<file path="src/inc/ubt_pkg.sv">
package ubt_pkg;

  // ==========================================================================
  // Register byte addresses
  localparam logic [4:0] ADDR_COMMAND = 5'h00;
  localparam logic [4:0] ADDR_LINE_CONFIG = 5'h04;
  localparam logic [4:0] ADDR_BIT_RATE_DIVIDER = 5'h08;
  localparam logic [4:0] ADDR_LINE_STATUS = 5'h0c;
  localparam logic [4:0] ADDR_TRANSMIT_HOLDING = 5'h10;
  localparam logic [4:0] ADDR_CARD_RATIO = 5'h14;
  localparam logic [4:0] ADDR_BIPHASE_CONFIG = 5'h18;
  localparam logic [4:0] ADDR_TIMEGUARD = 5'h1c;

  // ==========================================================================
  // Field positions
  localparam int CMD_RECEIVER_SOFT_RESET = 2;
  localparam int CMD_TRANSMITTER_SOFT_RESET = 3;
  localparam int CMD_RECEIVE_ON = 4;
  localparam int CMD_RECEIVE_OFF = 5;
  localparam int CMD_TRANSMIT_ON = 6;
  localparam int CMD_TRANSMIT_OFF = 7;
  localparam int STS_HOLDING_EMPTY = 1;
  localparam int STS_ALL_SENT = 9;
  localparam int STS_RX_ON = 16;
  localparam int STS_TX_ON = 17;
  localparam int HOLD_DELIM_TYPE = 12;
  localparam int BIP_PATTERN_LSB = 8;
  localparam int BIP_POLARITY = 12;

  // ==========================================================================
  // Reset values, mode codes and cycle counts
  localparam logic [10:0] CARD_RATIO_RST = 11'h174;
  localparam logic [2:0] PRESCALE_LAST = 3'h7;
  localparam logic [10:0] SAMPLES_ASYNC = 11'h010;
  localparam logic [15:0] MIN_DIV_SERIAL = 16'h0003;
  localparam logic [15:0] MIN_DIV_SPI = 16'h0006;
  localparam logic [3:0] MODE_CARD = 4'h4;
  localparam logic [3:0] MODE_SPI_A = 4'he;
  localparam logic [3:0] MODE_SPI_B = 4'hf;
  localparam logic [1:0] SRC_PRESCALED = 2'h1;
  localparam logic [1:0] SRC_EXTERNAL = 2'h3;

  // ==========================================================================
  // Types
  typedef enum logic [2:0] {
    TX_IDLE = 3'h0, TX_PRE = 3'h1, TX_DELIM = 3'h3, TX_DATA = 3'h2,
    TX_PAR = 3'h6, TX_STOP = 3'h7, TX_GUARD = 3'h5
  } ubt_tx_state_t;

  typedef struct packed {
    logic single_bit_delimiter;
    logic biphase_enable;
    logic [4:0] rsv_a;
    logic variable_sync;
    logic next_is_command;
    logic [3:0] rsv_b;
    logic clock_output_enable;
    logic nine_bit_select;
    logic high_bit_first;
    logic [1:0] rsv_c;
    logic [1:0] stop_bit_count;
    logic [2:0] check_bit_type;
    logic sync_mode;
    logic [1:0] char_length;
    logic [1:0] clock_source_select;
    logic [3:0] line_mode;
  } ubt_line_cfg_t;

  typedef struct packed {
    ubt_line_cfg_t cfg;
    logic [15:0] clock_divisor;
    logic [10:0] card_rate_ratio;
    logic [3:0] preamble_length;
    logic [1:0] preamble_pattern;
    logic encode_polarity;
    logic [7:0] timeguard;
    logic rx_on;
    logic rx_off_pend;
    logic rx_reset_pulse;
    logic tx_on;
    logic tx_off_pend;
    logic hold_full;
    logic [8:0] hold_data;
    logic hold_sync;
    logic [2:0] presc;
    logic [15:0] cd_cnt;
    logic [10:0] bit_cnt;
    logic sck_in;
    logic sck;
    logic sample;
    logic bit_tick;
    ubt_tx_state_t tx_state;
    logic [8:0] hc;
    logic [8:0] shift;
    logic [3:0] nbits;
    logic parity;
    logic cmd_sync;
    logic txd;
    logic [31:0] rdata;
  } ubt_state_t;

endpackage

</file>
<file path="src/core/ubt_top.sv">
// The register addresses and the strobed register port are this design's own decisions.
`timescale 1ns/1ps
module ubt_top
  import ubt_pkg::*;
(
  // Clock and reset
  input wire logic i_clk,
  input wire logic i_sys_rst,
  // Register port
  input wire logic [4:0] i_addr,
  input wire logic [31:0] i_wdata,
  input wire logic i_wr,
  input wire logic i_rd,
  output logic [31:0] o_rdata,
  // Serial clock pin
  input wire logic i_sck,
  output logic o_sck,
  output logic o_sck_oe,
  // Serial data out
  output logic o_txd,
  // Receiver side
  input wire logic i_rx_busy,
  output logic o_rx_enable,
  output logic o_rx_soft_reset,
  output logic o_sample_tick,
  output logic o_bit_tick
);

  ubt_state_t s_q;
  ubt_state_t s_d;

  // ==========================================================================
  // Line helpers

  // Biphase encoding of one bit in the current half; plain NRZ otherwise
  function automatic logic enc(input ubt_state_t s, input logic b);
    return s.cfg.biphase_enable ? (b ^ s.hc[0] ^ s.encode_polarity) : b;
  endfunction

  // Level on the data line for the position the transmitter stands at
  function automatic logic line_level(input ubt_state_t s);
    logic b;
    b = 1'b1;
    case (s.tx_state)
      TX_PRE:
      begin
        case (s.preamble_pattern)
          2'h0: b = 1'b1;
          2'h1: b = 1'b0;
          2'h2: b = ~s.hc[1];
          default: b = s.hc[1];
        endcase
        b = enc(s, b);
      end
      TX_DELIM:
      begin
        if (!s.cfg.biphase_enable)
          b = 1'b0; // Plain start bit
        else if (s.cfg.single_bit_delimiter)
          b = enc(s, 1'b0);
        else
          b = ((s.hc < 9'h003) ~^ s.cmd_sync) ^ s.encode_polarity;
      end
      TX_DATA: b = enc(s, s.shift[s.hc[4:1]]);
      TX_PAR: b = enc(s, s.parity);
      TX_STOP: b = enc(s, 1'b1);
      default: b = 1'b1;
    endcase
    return b;
  endfunction

  // Length of the current frame section in half-bit units
  function automatic logic [8:0] halves(input ubt_state_t s);
    logic [8:0] n;
    n = 9'h002;
    case (s.tx_state)
      TX_PRE: n = {4'h0, s.preamble_length, 1'b0};
      TX_DELIM: n = (s.cfg.biphase_enable && !s.cfg.single_bit_delimiter) ? 9'h006 : 9'h002;
      TX_DATA: n = {4'h0, s.nbits, 1'b0};
      TX_STOP:
      begin
        // Half stop only exists when no serial clock paces the line
        if (s.cfg.stop_bit_count == 2'h1 && !s.cfg.sync_mode)
          n = 9'h003;
        else if (s.cfg.stop_bit_count == 2'h2)
          n = 9'h004;
        else
          n = 9'h002;
      end
      TX_GUARD: n = {s.timeguard, 1'b0};
      default: n = 9'h002;
    endcase
    return n;
  endfunction

  // ==========================================================================
  // Next state
  always_comb
  begin
    logic src_en;
    logic ext_fall;
    logic ext_direct;
    logic master;
    logic spi;
    logic card;
    logic [15:0] cd_eff;
    logic [15:0] min_div;
    logic [10:0] spb;
    logic mid_tick;
    logic hb;
    logic [8:0] step;
    logic [8:0] hc_n;
    logic [3:0] nb;
    logic [8:0] ordered;
    logic [8:0] masked;
    ubt_tx_state_t nxt;
    src_en = 1'b1;
    ext_fall = 1'b0;
    ext_direct = 1'b0;
    master = 1'b0;
    spi = 1'b0;
    card = 1'b0;
    cd_eff = 16'h0000;
    min_div = 16'h0000;
    spb = 11'h000;
    mid_tick = 1'b0;
    hb = 1'b0;
    step = 9'h000;
    hc_n = 9'h000;
    nb = 4'h0;
    ordered = 9'h000;
    masked = 9'h000;
    nxt = TX_IDLE;
    s_d = s_q;
    s_d.rx_reset_pulse = 1'b0;
    s_d.sample = 1'b0;
    s_d.bit_tick = 1'b0;
    s_d.sck_in = i_sck;

    // Source clock selection; the pin is sampled, so it must stay slow
    spi = (s_q.cfg.line_mode == MODE_SPI_A) || (s_q.cfg.line_mode == MODE_SPI_B);
    card = s_q.cfg.line_mode == MODE_CARD;
    ext_fall = s_q.sck_in && !i_sck;
    s_d.presc = s_q.presc + 3'h1;
    if (s_q.cfg.clock_source_select == SRC_PRESCALED)
      src_en = s_q.presc == PRESCALE_LAST;
    else if (s_q.cfg.clock_source_select == SRC_EXTERNAL)
      src_en = ext_fall;
    ext_direct = (s_q.cfg.sync_mode || spi)
               && s_q.cfg.clock_source_select == SRC_EXTERNAL;
    master = (s_q.cfg.sync_mode || spi) && s_q.cfg.clock_output_enable
           && !s_q.cfg.clock_source_select[1];

    // Divisor with the master receive limit applied; zero stops the clock
    min_div = spi ? MIN_DIV_SPI : MIN_DIV_SERIAL;
    cd_eff = s_q.clock_divisor;
    if (master && cd_eff != 16'h0000 && cd_eff < min_div)
      cd_eff = min_div;
    if (ext_direct)
      s_d.sample = ext_fall; // Divisor register ignored
    else if (src_en && cd_eff != 16'h0000)
    begin
      s_d.sample = s_q.cd_cnt >= cd_eff - 16'h0001;
      s_d.cd_cnt = s_d.sample ? 16'h0000 : s_q.cd_cnt + 16'h0001;
    end
    // Low for the first half count, high for the rest; odd divisors are off by one cycle
    s_d.sck = ext_direct ? 1'b0 : (s_d.cd_cnt >= {1'b0, cd_eff[15:1]});

    // Samples per bit: one in clocked mode, card ratio in card mode
    if (card)
      spb = s_q.card_rate_ratio;
    else if (s_q.cfg.sync_mode || spi)
      spb = 11'h001;
    else
      spb = SAMPLES_ASYNC;
    if (s_d.sample && spb != 11'h000)
    begin
      s_d.bit_tick = s_q.bit_cnt >= spb - 11'h001;
      mid_tick = (spb > 11'h001) && (s_q.bit_cnt == {1'b0, spb[10:1]} - 11'h001);
      s_d.bit_cnt = s_d.bit_tick ? 11'h000 : s_q.bit_cnt + 11'h001;
    end
    hb = s_d.bit_tick || mid_tick;
    // Clocked lines advance a whole bit per tick, changing on the falling edge
    step = (spb == 11'h001) ? 9'h002 : 9'h001;

    // Frame sequencer
    if (hb && s_q.tx_state != TX_IDLE)
    begin
      hc_n = s_q.hc + step;
      if (hc_n >= halves(s_q))
      begin
        case (s_q.tx_state)
          TX_PRE: nxt = TX_DELIM;
          TX_DELIM: nxt = TX_DATA;
          TX_DATA: nxt = TX_PAR;
          TX_PAR: nxt = TX_STOP;
          TX_STOP: nxt = TX_GUARD;
          default: nxt = TX_IDLE;
        endcase
        if (nxt == TX_PAR && s_q.cfg.check_bit_type[2])
          nxt = TX_STOP; // No parity
        if (nxt == TX_GUARD && s_q.timeguard == 8'h00)
          nxt = TX_IDLE;
        s_d.tx_state = nxt;
        s_d.hc = 9'h000;
      end
      else
        s_d.hc = hc_n;
    end

    // Load the held character when the previous one has completed
    if (hb && s_d.tx_state == TX_IDLE && s_q.tx_on && s_q.hold_full)
    begin
      nb = s_q.cfg.nine_bit_select ? 4'h9 : 4'h5 + {2'h0, s_q.cfg.char_length};
      for (int i = 0; i < 9; i++)
      begin
        masked[i] = (i < int'(nb)) ? s_q.hold_data[i] : 1'b0;
        if (i < int'(nb))
          ordered[i] = s_q.cfg.high_bit_first ? s_q.hold_data[int'(nb) - 1 - i]
                                              : s_q.hold_data[i];
      end
      s_d.shift = ordered;
      s_d.nbits = nb;
      case (s_q.cfg.check_bit_type)
        3'h0: s_d.parity = ^masked;
        3'h1: s_d.parity = ~^masked;
        3'h2: s_d.parity = 1'b0;
        default: s_d.parity = 1'b1;
      endcase
      s_d.cmd_sync = s_q.cfg.variable_sync ? s_q.hold_sync
                                           : s_q.cfg.next_is_command;
      s_d.hold_full = 1'b0;
      s_d.hc = 9'h000;
      s_d.tx_state = (s_q.cfg.biphase_enable && s_q.preamble_length != 4'h0) ? TX_PRE
                                                                           : TX_DELIM;
    end

    // Pending disables complete once the direction has drained
    if (s_q.rx_off_pend && !i_rx_busy)
    begin
      s_d.rx_on = 1'b0;
      s_d.rx_off_pend = 1'b0;
    end
    if (s_q.tx_off_pend && s_d.tx_state == TX_IDLE && !s_d.hold_full)
    begin
      s_d.tx_on = 1'b0;
      s_d.tx_off_pend = 1'b0;
    end

    // Register writes; configuration is accepted whether enabled or not
    if (i_wr)
    begin
      case (i_addr)
        ADDR_COMMAND:
        begin
          if (i_wdata[CMD_RECEIVE_ON])
          begin
            s_d.rx_on = 1'b1;
            s_d.rx_off_pend = 1'b0;
          end
          if (i_wdata[CMD_RECEIVE_OFF] && s_q.rx_on)
            s_d.rx_off_pend = 1'b1;
          if (i_wdata[CMD_TRANSMIT_ON])
          begin
            s_d.tx_on = 1'b1;
            s_d.tx_off_pend = 1'b0;
          end
          if (i_wdata[CMD_TRANSMIT_OFF] && s_q.tx_on)
            s_d.tx_off_pend = 1'b1;
          if (i_wdata[CMD_RECEIVER_SOFT_RESET])
          begin
            s_d.rx_reset_pulse = 1'b1;
            s_d.rx_off_pend = 1'b0;
          end
          if (i_wdata[CMD_TRANSMITTER_SOFT_RESET])
          begin
            s_d.tx_state = TX_IDLE;
            s_d.hc = 9'h000;
            s_d.hold_full = 1'b0;
            s_d.tx_off_pend = 1'b0;
          end
        end
        ADDR_LINE_CONFIG:
        begin
          s_d.cfg = ubt_line_cfg_t'(i_wdata);
          s_d.cfg.rsv_a = 5'h00;
          s_d.cfg.rsv_b = 4'h0;
          s_d.cfg.rsv_c = 2'h0;
        end
        ADDR_BIT_RATE_DIVIDER: s_d.clock_divisor = i_wdata[15:0];
        ADDR_CARD_RATIO: s_d.card_rate_ratio = i_wdata[10:0];
        ADDR_BIPHASE_CONFIG:
        begin
          s_d.preamble_length = i_wdata[3:0];
          s_d.preamble_pattern = i_wdata[BIP_PATTERN_LSB +: 2];
          s_d.encode_polarity = i_wdata[BIP_POLARITY];
        end
        ADDR_TIMEGUARD: s_d.timeguard = i_wdata[7:0];
        ADDR_TRANSMIT_HOLDING:
        begin
          // Dropped unless the holding register is empty and enabled
          if (s_q.tx_on && !s_q.hold_full)
          begin
            s_d.hold_full = 1'b1;
            s_d.hold_data = i_wdata[8:0];
            s_d.hold_sync = i_wdata[HOLD_DELIM_TYPE];
          end
        end
        default: ;
      endcase
    end

    // Read data stands for exactly the cycle after the strobe
    s_d.rdata = 32'h0000_0000;
    if (i_rd)
    begin
      case (i_addr)
        ADDR_LINE_CONFIG: s_d.rdata = s_q.cfg;
        ADDR_BIT_RATE_DIVIDER: s_d.rdata = {16'h0000, s_q.clock_divisor};
        ADDR_CARD_RATIO: s_d.rdata = {21'h000000, s_q.card_rate_ratio};
        ADDR_BIPHASE_CONFIG:
        begin
          s_d.rdata[3:0] = s_q.preamble_length;
          s_d.rdata[BIP_PATTERN_LSB +: 2] = s_q.preamble_pattern;
          s_d.rdata[BIP_POLARITY] = s_q.encode_polarity;
        end
        ADDR_TIMEGUARD: s_d.rdata = {24'h000000, s_q.timeguard};
        ADDR_LINE_STATUS:
        begin
          // Both flags forced low while the transmitter is off
          s_d.rdata[STS_HOLDING_EMPTY] = s_q.tx_on && !s_q.hold_full;
          s_d.rdata[STS_ALL_SENT] = s_q.tx_on && !s_q.hold_full
                                  && s_q.tx_state == TX_IDLE;
          s_d.rdata[STS_RX_ON] = s_q.rx_on;
          s_d.rdata[STS_TX_ON] = s_q.tx_on;
        end
        default: s_d.rdata = 32'h0000_0000;
      endcase
    end

    s_d.txd = line_level(s_d);
  end

  // ==========================================================================
  // State register
  always_ff @(posedge i_clk)
  begin
    if (i_sys_rst)
    begin
      s_q <= '0;
      s_q.card_rate_ratio <= CARD_RATIO_RST;
      s_q.txd <= 1'b1;
    end
    else
      s_q <= s_d;
  end

  // Outputs
  assign o_rdata = s_q.rdata;
  assign o_txd = s_q.txd;
  assign o_sck = s_q.sck;
  assign o_sck_oe = s_q.cfg.clock_output_enable
                  && s_q.cfg.clock_source_select != SRC_EXTERNAL;
  assign o_rx_enable = s_q.rx_on;
  assign o_rx_soft_reset = s_q.rx_reset_pulse;
  assign o_sample_tick = s_q.sample;
  assign o_bit_tick = s_q.bit_tick;

endmodule

</file>
<file path="config.mk">
export PLATFORM = sky130hd
export DESIGN_NAME = ubt_top
export DESIGN_NICKNAME = d
export VERILOG_FILES = /design/src/inc/ubt_pkg.sv /design/src/core/ubt_top.sv
export SDC_FILE = /design/constraint.sdc
export NUM_CORES = 1
export LEC_CHECK = 0
export ABC_CLOCK_PERIOD_IN_PS = 5800
export BUFFER_PORTS_ARGS = -buffer_cell sky130_fd_sc_hd__buf_2
export CORE_MARGIN = 1.5
export CORE_UTILIZATION = 35
export DETAILED_ROUTE_END_ITERATION = 10
export SKIP_LAST_GASP = 1
export SYNTH_ARGS = -nofsm -noshare
export SYNTH_HDL_FRONTEND = slang
export SYNTH_SLANG_ARGS = --single-unit
</file>
<file path="constraint.sdc">
create_clock -name i_clk -period 5.8 [get_ports i_clk]
set_input_delay 0.29 -clock i_clk [delete_from_list [all_inputs] [get_ports i_clk]]
set_output_delay 0.29 -clock i_clk [all_outputs]
set_load 0.005 [all_outputs]
</file>
After elaboration in Yosys (flattened, before gate mapping)

Cells that the tools add are included.

Output and inout bits: 39
Bits in read-only memories: 0
Register bits: 164
Bits in writable memories: 0
Bits in latches: 0
Bits of input ports: 43
Memories kept: 0

Bitwise gates (word level): 16
$add $sub $neg: 17
Shift operators: 0
Equal/unequal tests: 35
Div/mod/pow operators: 0
Multiplexer cells: 132
Order comparisons: 26
Multiply operators: 0
Reductions and logical operators: 60

Operators by type and width:

| operator                                                    | count |
|---|---|
| less-than comparator 32 x 6 -> 1 bit, second input constant | 7 |
| 2-to-1 mux 90 bit                                           | 1 |
| 2-to-1 mux 16 bit                                           | 5 |
| 2-to-1 mux 1 bit                                            | 63 |
| 2-to-1 mux 12 bit                                           | 4 |
| case mux 9 bit (5 select lines)                             | 1 |
| 2-to-1 mux 11 bit                                           | 4 |
| binary-select mux 1 bit (select 4 bit)                      | 10 |
| 2-to-1 mux 3 bit                                            | 11 |
| 2-to-1 mux 32 bit                                           | 1 |
| nonzero test 16 bit                                         | 2 |
| 2-to-1 mux 27 bit                                           | 1 |
| logical AND 1 bit                                           | 26 |
| equality test 3 bit, second input constant                  | 8 |
| subtractor 5 x 4 -> 6 bit, second input constant            | 4 |
| equality test 5 bit, second input constant                  | 4 |
| 2-to-1 mux 9 bit                                            | 2 |
| adder 16 x 1 -> 16 bit, second input constant               | 1 |
| greater-or-equal comparator 16 x 15 -> 1 bit                | 1 |
| greater-or-equal comparator 16 bit                          | 1 |
| less-than comparator 16 x 3 -> 1 bit                        | 1 |
| less-than comparator 3 x 4 -> 1 bit, first input constant   | 4 |
| 2-to-1 mux 2 bit                                            | 8 |
| case mux 4 bit (4 select lines)                             | 1 |
| 65 further kinds                                            | 115 |

Longest topological paths before layout

Gate-level depths: netlist of run 1.

Depth after elaboration: 51
Mapped depth: 36

Worst setup path before layout of run 1

No wires, ideal clock.

Kind: flip-flop to flip-flop
Start: reg s_q[155] in the netlist's numbering
End: reg s_q, in the netlist o_sck
Clock period less this slack: 6.360 ns
Arrival: 6.240 ns
Stages on the path, launching flop included: 34
Setup time: 0.120 ns
Buffers on the path: 2
Setup slack: -0.560 ns
Required time: 5.680 ns
Cell sequence: dfxtp_1 > clkbuf_1 > and3_1 > inv_1 > ha_1 > or3b_2 > nor3_1 > and3_1 > nand2_1 > o21ai_0 > ha_1 > nand2_1 > nor2_1 > xnor2_1 > ha_1 > a22o_1 > o41a_1 > o21ai_0 > nand2_1 > and2_1 > or2_2 > clkbuf_1 > o31ai_1 > ha_1 > a21o_1 > a21o_1 > a21o_1 > a21o_1 > a21o_1 > a21oi_1 > nor2b_1 > o21ai_0 > a21oi_1 > o31a_1

RTL lines:

| item               | line          | RTL |
|---|---|---|
| start: declaration | ubt_top.sv:29 | `ubt_state_t s_q;` |

Worst setup path after layout of run 1

Start: reg s_q[153] in the netlist's numbering
End: reg s_q[75] in the netlist's numbering

Cells in the longest elaborated chain, start to end: 13
Elaborated cells on any way between the ends: 19
Those cells by class: add/sub (1); order compare (2); eq/ne (2); mux (5); reduce/logical (9)

RTL lines:

| item                                                                          | line           | RTL |
|---|---|---|
| equality test 4 bit                                                           | ubt_top.sv:141 | `spi = (s_q.cfg.line_mode == MODE_SPI_A) \|\| (s_q.cfg.line_mode == MODE_SPI_B);` |
| logical OR 1 bit (*)                                                          | ubt_top.sv:141 |  |
| branches (longest 10 deep; another with less-than comparator 16 x 3 -> 1 bit) | -              |  |
| 2-to-1 mux 16 bit (*)                                                         | ubt_top.sv:159 | `if (ext_direct)` |

Mark *: on every way between the ends.
A chain may end at the register's enable or synchronous reset.

==> results of run 1 <==
synthesized netlist by cell type, types with 6 or more instances:
library cell  number
o211ai_1          14
mux2_2             6
o31a_1             6
xnor2_1           39
nand2_1          207
a22oi_1           15
a221oi_1          10
buf_4             32
nor2_1           141
o21a_1             8
xor2_1            20
inv_1             38
a31oi_1           11
nor2b_1           20
a21oi_1          126
mux2i_1           45
and2_1            15
a21o_1            23
o31ai_1            7
clkbuf_1          72
and3_1            15
or3_1             12
dfxtp_1          164
or2_2             10
ha_1              75
nand3b_1          12
nor3_1            36
nand2b_1          14
or4_1              7
o21ai_0           44
a211oi_1          20
nor4_1            22
nand3_1           34
nand4_1           14
cell usage in the layout, fill, tap and decap left out, drive strengths merged, types with 15 or more instances in the layout:
cell / count
a211oi: 22
a21o: 23
a21oi: 127
a22oi: 16
and2: 16
and3: 15
buf: 214
clkbuf: 17
dfxtp: 164
ha: 75
inv: 46
mux2i: 45
nand2: 207
nand3: 35
nor2: 141
nor2b: 20
nor3: 37
nor4: 22
o21ai: 45
xnor2: 39
xor2: 20
report_power, final:
part	total, mW	internal [mW]	switching, mW	leakage, nW
combinational	0.200	0.0860	0.114	3.94
sequential	1.14	1.13	0.00662	1.32
clock	1.15	0.575	0.572	0.285
total	2.49	1.79	0.693	5.55
how the worst max path moves through the flow:
stage	from	endpoint	slack (ns)	depth (start not counted)
after floorplan	s_q[155]	o_sck	0.02	35
after global placement	s_q[154]	o_sck	-0.24	34
after detailed placement	s_q[153]	o_sck	-0.30	34
after CTS	s_q[155]	o_sck	-0.07	35
after global routing	s_q[155]	o_sck	-0.31	34
final	s_q[153]	s_q[75]	-0.08	39
final cells by class:
type / instances / area, µm²
diodes: 1 / 2.50
clock buffers: 17 / 425
clock inverters: 15 / 164
fillers: 3116 / 17800
inverters: 41 / 156
multi-input cells: 1126 / 7540
flip-flops and latches: 164 / 3290
well taps: 402 / 503
repair buffers: 214 / 1490
logic make-up (layout without fill, tap and decap cells):
family,Yosys count,count (layout),synth area share [%]
fa+ha+maj,76,76,8.62
simple gates,586,586,25.3
flops,164,164,29.5
buf+inv,159,287,6.72
compound gates,344,344,20.4
other cells,1,10,0.0337
xor+xnor,59,59,4.65
mux,52,52,4.80
stage by stage:
| stage | setup WS (ns) | cell area, µm² | setup TNS, ns | utilization (%) |
|---|---|---|---|---|
| floorplan | 0.0212 | 11200 | 0 | - |
| global placement | -0.237 | 12300 | -0.255 | 39.3 |
| detailed placement | -0.303 | 12300 | -0.385 | 39.3 |
| CTS | -0.0663 | 13300 | -0.0908 | 42.3 |
| global route | -0.311 | 13600 | -0.759 | 43.2 |
| finish | -0.0820 | 13600 | -0.178 | 43.2 |
layer usage:
layer	GRT usage, %	wire length, µm	vias up
met5	0	13	-
met4	8.53	977	2
met3	3.59	2090	67
met2	35.2	16400	352
met1	29.9	16700	5210
li1	-	-	5365
repair_timing:
action,in CTS,in global routing
pin swaps,38,47
setup endpoints to repair,2,3
cloned,0,0
setup buffers,26,9
resized for setup,40,46
worst register-to-register path, delay by kind of cell, from the launching register on:
family                   cells  cell delay (ns)
buffers and inverters       21             2.49
AO/OA/AOI/OAI                6             0.88
AND/OR/NAND/NOR              8             1.41
flip-flops                   1             0.33
adder cells (fa/ha/maj)      3             0.58
XOR/XNOR                     1             0.12
registers in the layout, summed over array words and instances (netlist names):
| name | count |
|---|---|
| o_sample_tick | 1 |
| o_rdata | 23 |
| o_txd | 1 |
| o_bit_tick | 1 |
| o_sck | 1 |
| s_q | 135 |
| o_rx_enable | 1 |
| o_rx_soft_reset | 1 |
==> metrics.md, run 1 <==
| Metric | Value |
|---|---|
| Outcome | finished with violations |
| Failing checks | setup timing |
| Worst stage delay on the critical path | 0.41 ns |
| Cell accounting for the most synthesized area | dfxtp_1 |
| Inst Count DP | 1915 |
| 1st-iter DRT viols | 912 |
| Mapped Area | 11100 µm² |
| Hold path cells | 3 |
| WL/cell | 18.3 µm |
| Sequential fraction of the synthesis area | 29.5% |
| Setup violators final | 3 |
| Critical path type | reg -> reg |
| Layout Nets | 1683 |
| RSZ-0062 raised after global routing | yes |
| CTS Hold Buffers Added | 0 |
| Worst EP arrival | 6.27 ns |
| Hold Crit Start | i_wdata[24] |
| GP Congestion | 0.913 |
| #FFs+latches synth | 164 |
| Syn. warnings | 0 |
| Vias in the first global route | 10400 |
| Die Y | 181 µm |
| Worst hold path class | in -> reg |
| Clock Pin Slew Worst Setup and Hold Paths | 0.07 ns |
| Worst-Margin Slew | 1.42 ns |
| DP HPWL | 26400 µm |
| Reg-to-Reg Start | s_q[153] |
| Root Buffer | clkbuf_16 |
| Fin. max-slew vios | 0 |
| IO Count | 82 |
| GRT Overall Usage | 22.1% |
| EDFF count, synth | 0 |
| Clk sinks | 164 |
| Area growth from synthesis to layout | 22.1% |
| Die Wd | 181 µm |
| Cts bufs inserted | 17 |
| Fin Hold WS | 0.0697 ns |
| Top delay family on crit path | buffers and inverters |
| Worst path bufs/invs | 21 |
| Pwr Total | 2.49 mW |
| Syn Inst Count | 1441 |
| Residual DRC count | 0 |
| Clk_skew | 0.0154 ns |
| Post-synth ARST share | 0% |
| Reg2reg path depth | 39 |
| Endpoint class of the critical path | flip-flop |
| DR vias | 11000 |
| DRT antenna net count | 0 |
| Core box area | 31400 µm² |
| Max-cap violations | 0 |
| Slowest CP cell | o41a_1 |
| Clock buffer depth | 2 |
| WP data required | 6.19 ns |
| Static Leak | 5.55 nW |
| Power density over the cells | 183 nW/µm² |
| Slew HR | 4.91% |
| Total Wirelength | 36200 µm |
| Hold Vio Cnt, Final | 0 |
| Unique masters post-synth | 85 |
| Hold Path Sink | s_q[176] |
| Share of cells above drive strength 1 | 21.8% |
| Post-route worst setup slack | -0.0820 ns |
| I/O Buffers | 63 |
| Final global-route overflow total | 0 |
| Antenna violations before repair | 1 |
| Finished Layout Cells | 1980 |
| Largest cells by area after synthesis | dfxtp_1 30%, ha_1 8.4%, nand2_1 7.0% |
| Clock latency on the worst-skew pair | 0.46 ns |
| Cell repeated most along the worst path | buf_4 |
| Starting Density | 35.4% |
| VDD IR max | 0.220 mV |
| First-pass GRT wire length | 57200 µm |
| FP Rows | 65 |
| Final worst-path cycle share | 101% |
| Die area | 32800 µm² |
| Largest net degree at the start of global routing | 76 |
| Syn_area_per_cell | 7.71 µm² |
| CTS tree | built |
| Synth Flop Type | dfxtp_1 |
| DR pass1 iterations | 7 |
| DR vias/cell | 5.55 |
| R2r endpoint | s_q[75] |
| Synth top area share | 29.5% |
| R2R setup slack | -0.08 ns |
| Max Freq | 170 MHz |
| CP startpoint kind | flip-flop |
| Post-layout min period | 5.88 ns |
| H-tree levels | 4 |
| CP Max Fanout | 4 |
(Power assumes the default switching activity.)
==> run 2: changes to the inputs <==
--- a/config.mk
+++ b/config.mk
@@ -5,7 +5,7 @@
 export SDC_FILE = /design/constraint.sdc
 export NUM_CORES = 1
 export LEC_CHECK = 0
-export ABC_CLOCK_PERIOD_IN_PS = 5800
+export ABC_CLOCK_PERIOD_IN_PS = 7600
 export BUFFER_PORTS_ARGS = -buffer_cell sky130_fd_sc_hd__buf_2
 export CORE_MARGIN = 1.5
 export CORE_UTILIZATION = 35
==> constraint.sdc (replaced) <==
create_clock -name i_clk -period 7.6 [get_ports i_clk]
set_input_delay 0.38 -clock i_clk [delete_from_list [all_inputs] [get_ports i_clk]]
set_output_delay 0.38 -clock i_clk [all_outputs]
set_load 0.005 [all_outputs]
==> run 2 against run 1 <==
Effect of this change: the flow now finishes without violations; via count fell by 5.5%; hold slack better by 0.11 ns; fmax fell by 16%; sequential cell count did not move; setup slack gained 0.65 ns; largest cell class unchanged; highest routed layer unchanged.
==> metrics.md, run 2 (synthesis results as in run 1) <==
| Metric | Value |
|---|---|
| FP Rows | 65 (unchanged) |
| Largest net degree at the start of global routing | 80 (+5.3%) |
| Switch share | 26.0% (-1.9 points) |
| WP data required | 7.93 ns (+1.74 ns) |
| Area growth from synthesis to layout | 9.02% |
| Inst Count DP | 1814 (-5.3%) |
| Core box area | 31400 µm² (unchanged) |
| Power density over the cells | 153 nW/µm² (-17%) |
| Finished Layout Cells | 1847 (-6.7%) |
| GP Congestion | 0.902 (-1.2%) |
| I/O Buffers | 63 (unchanged) |
| Critical path type | reg -> reg |
| Largest register by flop count | s_q |
| Endpoint class of the critical path | flip-flop |
| Commonest non-fill, non-tap cells in the layout | 207 x nand2_1, 162 x dfxtp_1, 140 x nor2_1, 125 x a21oi_1, 75 x ha_1 |
| Die Y | 181 µm (unchanged) |
| Largest register FFs | 135 (unchanged) |
| Outcome | complete, no violations |
| Worst stage delay on the critical path | 0.50 ns (+0.09 ns) |
| IO Count | 82 (unchanged) |
| DR pass1 iterations | 7 (unchanged) |
| GRT Overall Usage | 20.3% (-1.8 points) |
| Final worst-path cycle share | 92.5% (-8.9 points) |
| Max-cap violations | 0 (unchanged) |
| Antenna violations before repair | 2 (+1) |
| DR vias | 10400 (-5.5%) |
| Layout Nets | 1550 (-7.9%) |
| Clock buffer depth | 2 (unchanged) |
| Final global-route overflow total | 0 (unchanged) |
| Cts bufs inserted | 17 (unchanged) |
| Share of cells above drive strength 1 | 10.7% (-11 points) |
| CP startpoint kind | flip-flop |
| Slew HR | 20.9% (+16 points) |
| Internal power | 1.37 mW (-24%) |
| Vias in the first global route | 9710 (-6.2%) |
| 1st-iter DRT viols | 1004 (+10%) |
| Starting Density | 35.4% (unchanged) |
| CTS tree | built |
| CP Max Fanout | 10 (+6) |
| Most common cell after layout, fill and taps aside | nand2_1 |
| VDD IR max | 0.137 mV (-38%) |
| Clock Pin Slew Worst Setup and Hold Paths | 0.08 ns (about the same) |
| Die Wd | 181 µm (unchanged) |
| WL/cell | 18.1 µm (-1.1%) |
| Combinational share of power | 5.9% (-2.2 points) |
| Worst-Margin Slew | 1.18 ns (-0.231 ns) |
| Fill cell count | 3274 (+5.1%) |
| Setup violators final | 0 (-3) |
| Clock latency on the worst-skew pair | 0.44 ns (-0.02 ns) |
| First-pass GRT wire length | 53000 µm (-7.3%) |
| Worst EP arrival | 7.36 ns (+1.09 ns) |
| Cell repeated most along the worst path | a21o_1 |
| Fin. max-slew vios | 0 (unchanged) |
| Residual DRC count | 0 (unchanged) |
| Fin Hold WS | 0.177 ns (+0.107 ns) |
| Post-layout min period | 7.03 ns (+1.15 ns) |
| DR vias/cell | 5.63 (+1.3%) |
| Root Buffer | clkbuf_16 |
| Static Leak | 4.77 nW (-14%) |
| DRT antenna net count | 0 (unchanged) |
| Clk sinks | 164 (unchanged) |
| Total Wirelength | 33400 µm (-7.7%) |
| Clk_skew | 0.0152 ns (-0.000239 ns) |
| Switching power | 0.481 mW (-31%) |
| DP HPWL | 24600 µm (-6.6%) |
| H-tree levels | 4 (unchanged) |
| Hold Vio Cnt, Final | 0 (unchanged) |
| Clock power frac | 47.0% (+0.9 points) |
| Sequential share of power | 47.1% (+1.3 points) |
| Worst hold path class | in -> reg |
| Max Freq | 142 MHz (-16%) |
| Slowest CP cell | dfxtp_1 |
| Die area | 32800 µm² (unchanged) |
[run 2: changes by cell type in the layout (fill, tap and decap cells not counted), sizes merged]
cell	change
buf	-133
clkinvlp	+2
bufinv	+1
clkinv	-5
inv	+1
clkbuf	+1
[run 2: per-layer routing]
layer  track usage, %  part of all wire, %  vias to the layer above  wire, µm
met2             33.0                   46                      329     15500
li1                 -                    -                     5076         -
met5                0                0.033                        -        11
met4             6.13                  1.9                        2       647
met1             27.3                   46                     4945     15300
met3             3.49                  5.9                       42      1960
[run 2: what timing repair did]
| item | 4_1_cts | 5_1_grt |
|---|---|---|
| buffers inserted | 0 | 0 |
| resized for setup | 0 | 6 |
| setup endpoints to repair | 0 | 2 |
| hold buffers | 0 | 0 |
[run 2: final cells by class]
cell class                      instances  area, µm²  area share (%)
Inverter                               41        154            1.27
Clock buffer                           18        439            3.62
Antenna cell                            1       2.50          0.0207
Timing Repair Buffer                   81        453            3.74
Multi-Input combinational cell       1126       7140            58.9
Tap cell                              402        503            4.15
Clock inverter                         14        138            1.14
Sequential cell                       164       3290            27.1
[run 2: stage by stage]
| stage | total power [mW] | TNS [ns] | area [µm²] | setup slack, ns | utilization [%] |
|---|---|---|---|---|---|
| 2_1_floorplan | 0.961 | 0 | 11100 | 1.24 | - |
| 3_3_place_gp | 0.998 | 0 | 11500 | 0.447 | 36.7 |
| 3_5_place_dp | 0.999 | 0 | 11500 | 0.247 | 36.7 |
| 4_1_cts | 1.87 | 0 | 12100 | 0.218 | 38.6 |
| 5_1_grt | 1.91 | -0.000845 | 12100 | -0.000845 | 38.6 |
| 6_report | 1.85 | 0 | 12100 | 0.572 | 38.6 |
[run 2: power groups by stage]
stage	Combinational (mW)	Clock [mW]	Sequential [mW]
after floorplan	0.0731	0	0.888
after detailed placement	0.108	0	0.891
after global routing	0.120	0.919	0.872
after global placement	0.107	0	0.891
final	0.110	0.870	0.871
after CTS	0.109	0.889	0.871
[run 2: worst paths after layout]
| kind | startpoint | slack [ns] | end | cells after the start |
|---|---|---|---|---|
| worst max-delay path | s_q[154] | 0.57 | o_sck | 33 |
| worst max register to register | s_q[154] | 0.57 | o_sck | 33 |
| worst min-delay path | i_wdata[24] | 0.18 | s_q[176] | 3 |
| worst min register to register | s_q[91] | 0.43 | s_q[91] | 1 |
[run 2: worst max-delay path, delay by kind of cell, from the launching register on]
family / cells / cell delay [ns]
AO/OA/AOI/OAI: 16 / 2.70
AND/OR/NAND/NOR: 11 / 2.40
adder cells (fa/ha/maj): 4 / 1.08
XOR/XNOR: 1 / 0.17
flip-flops: 1 / 0.50
buffers and inverters: 1 / 0.07
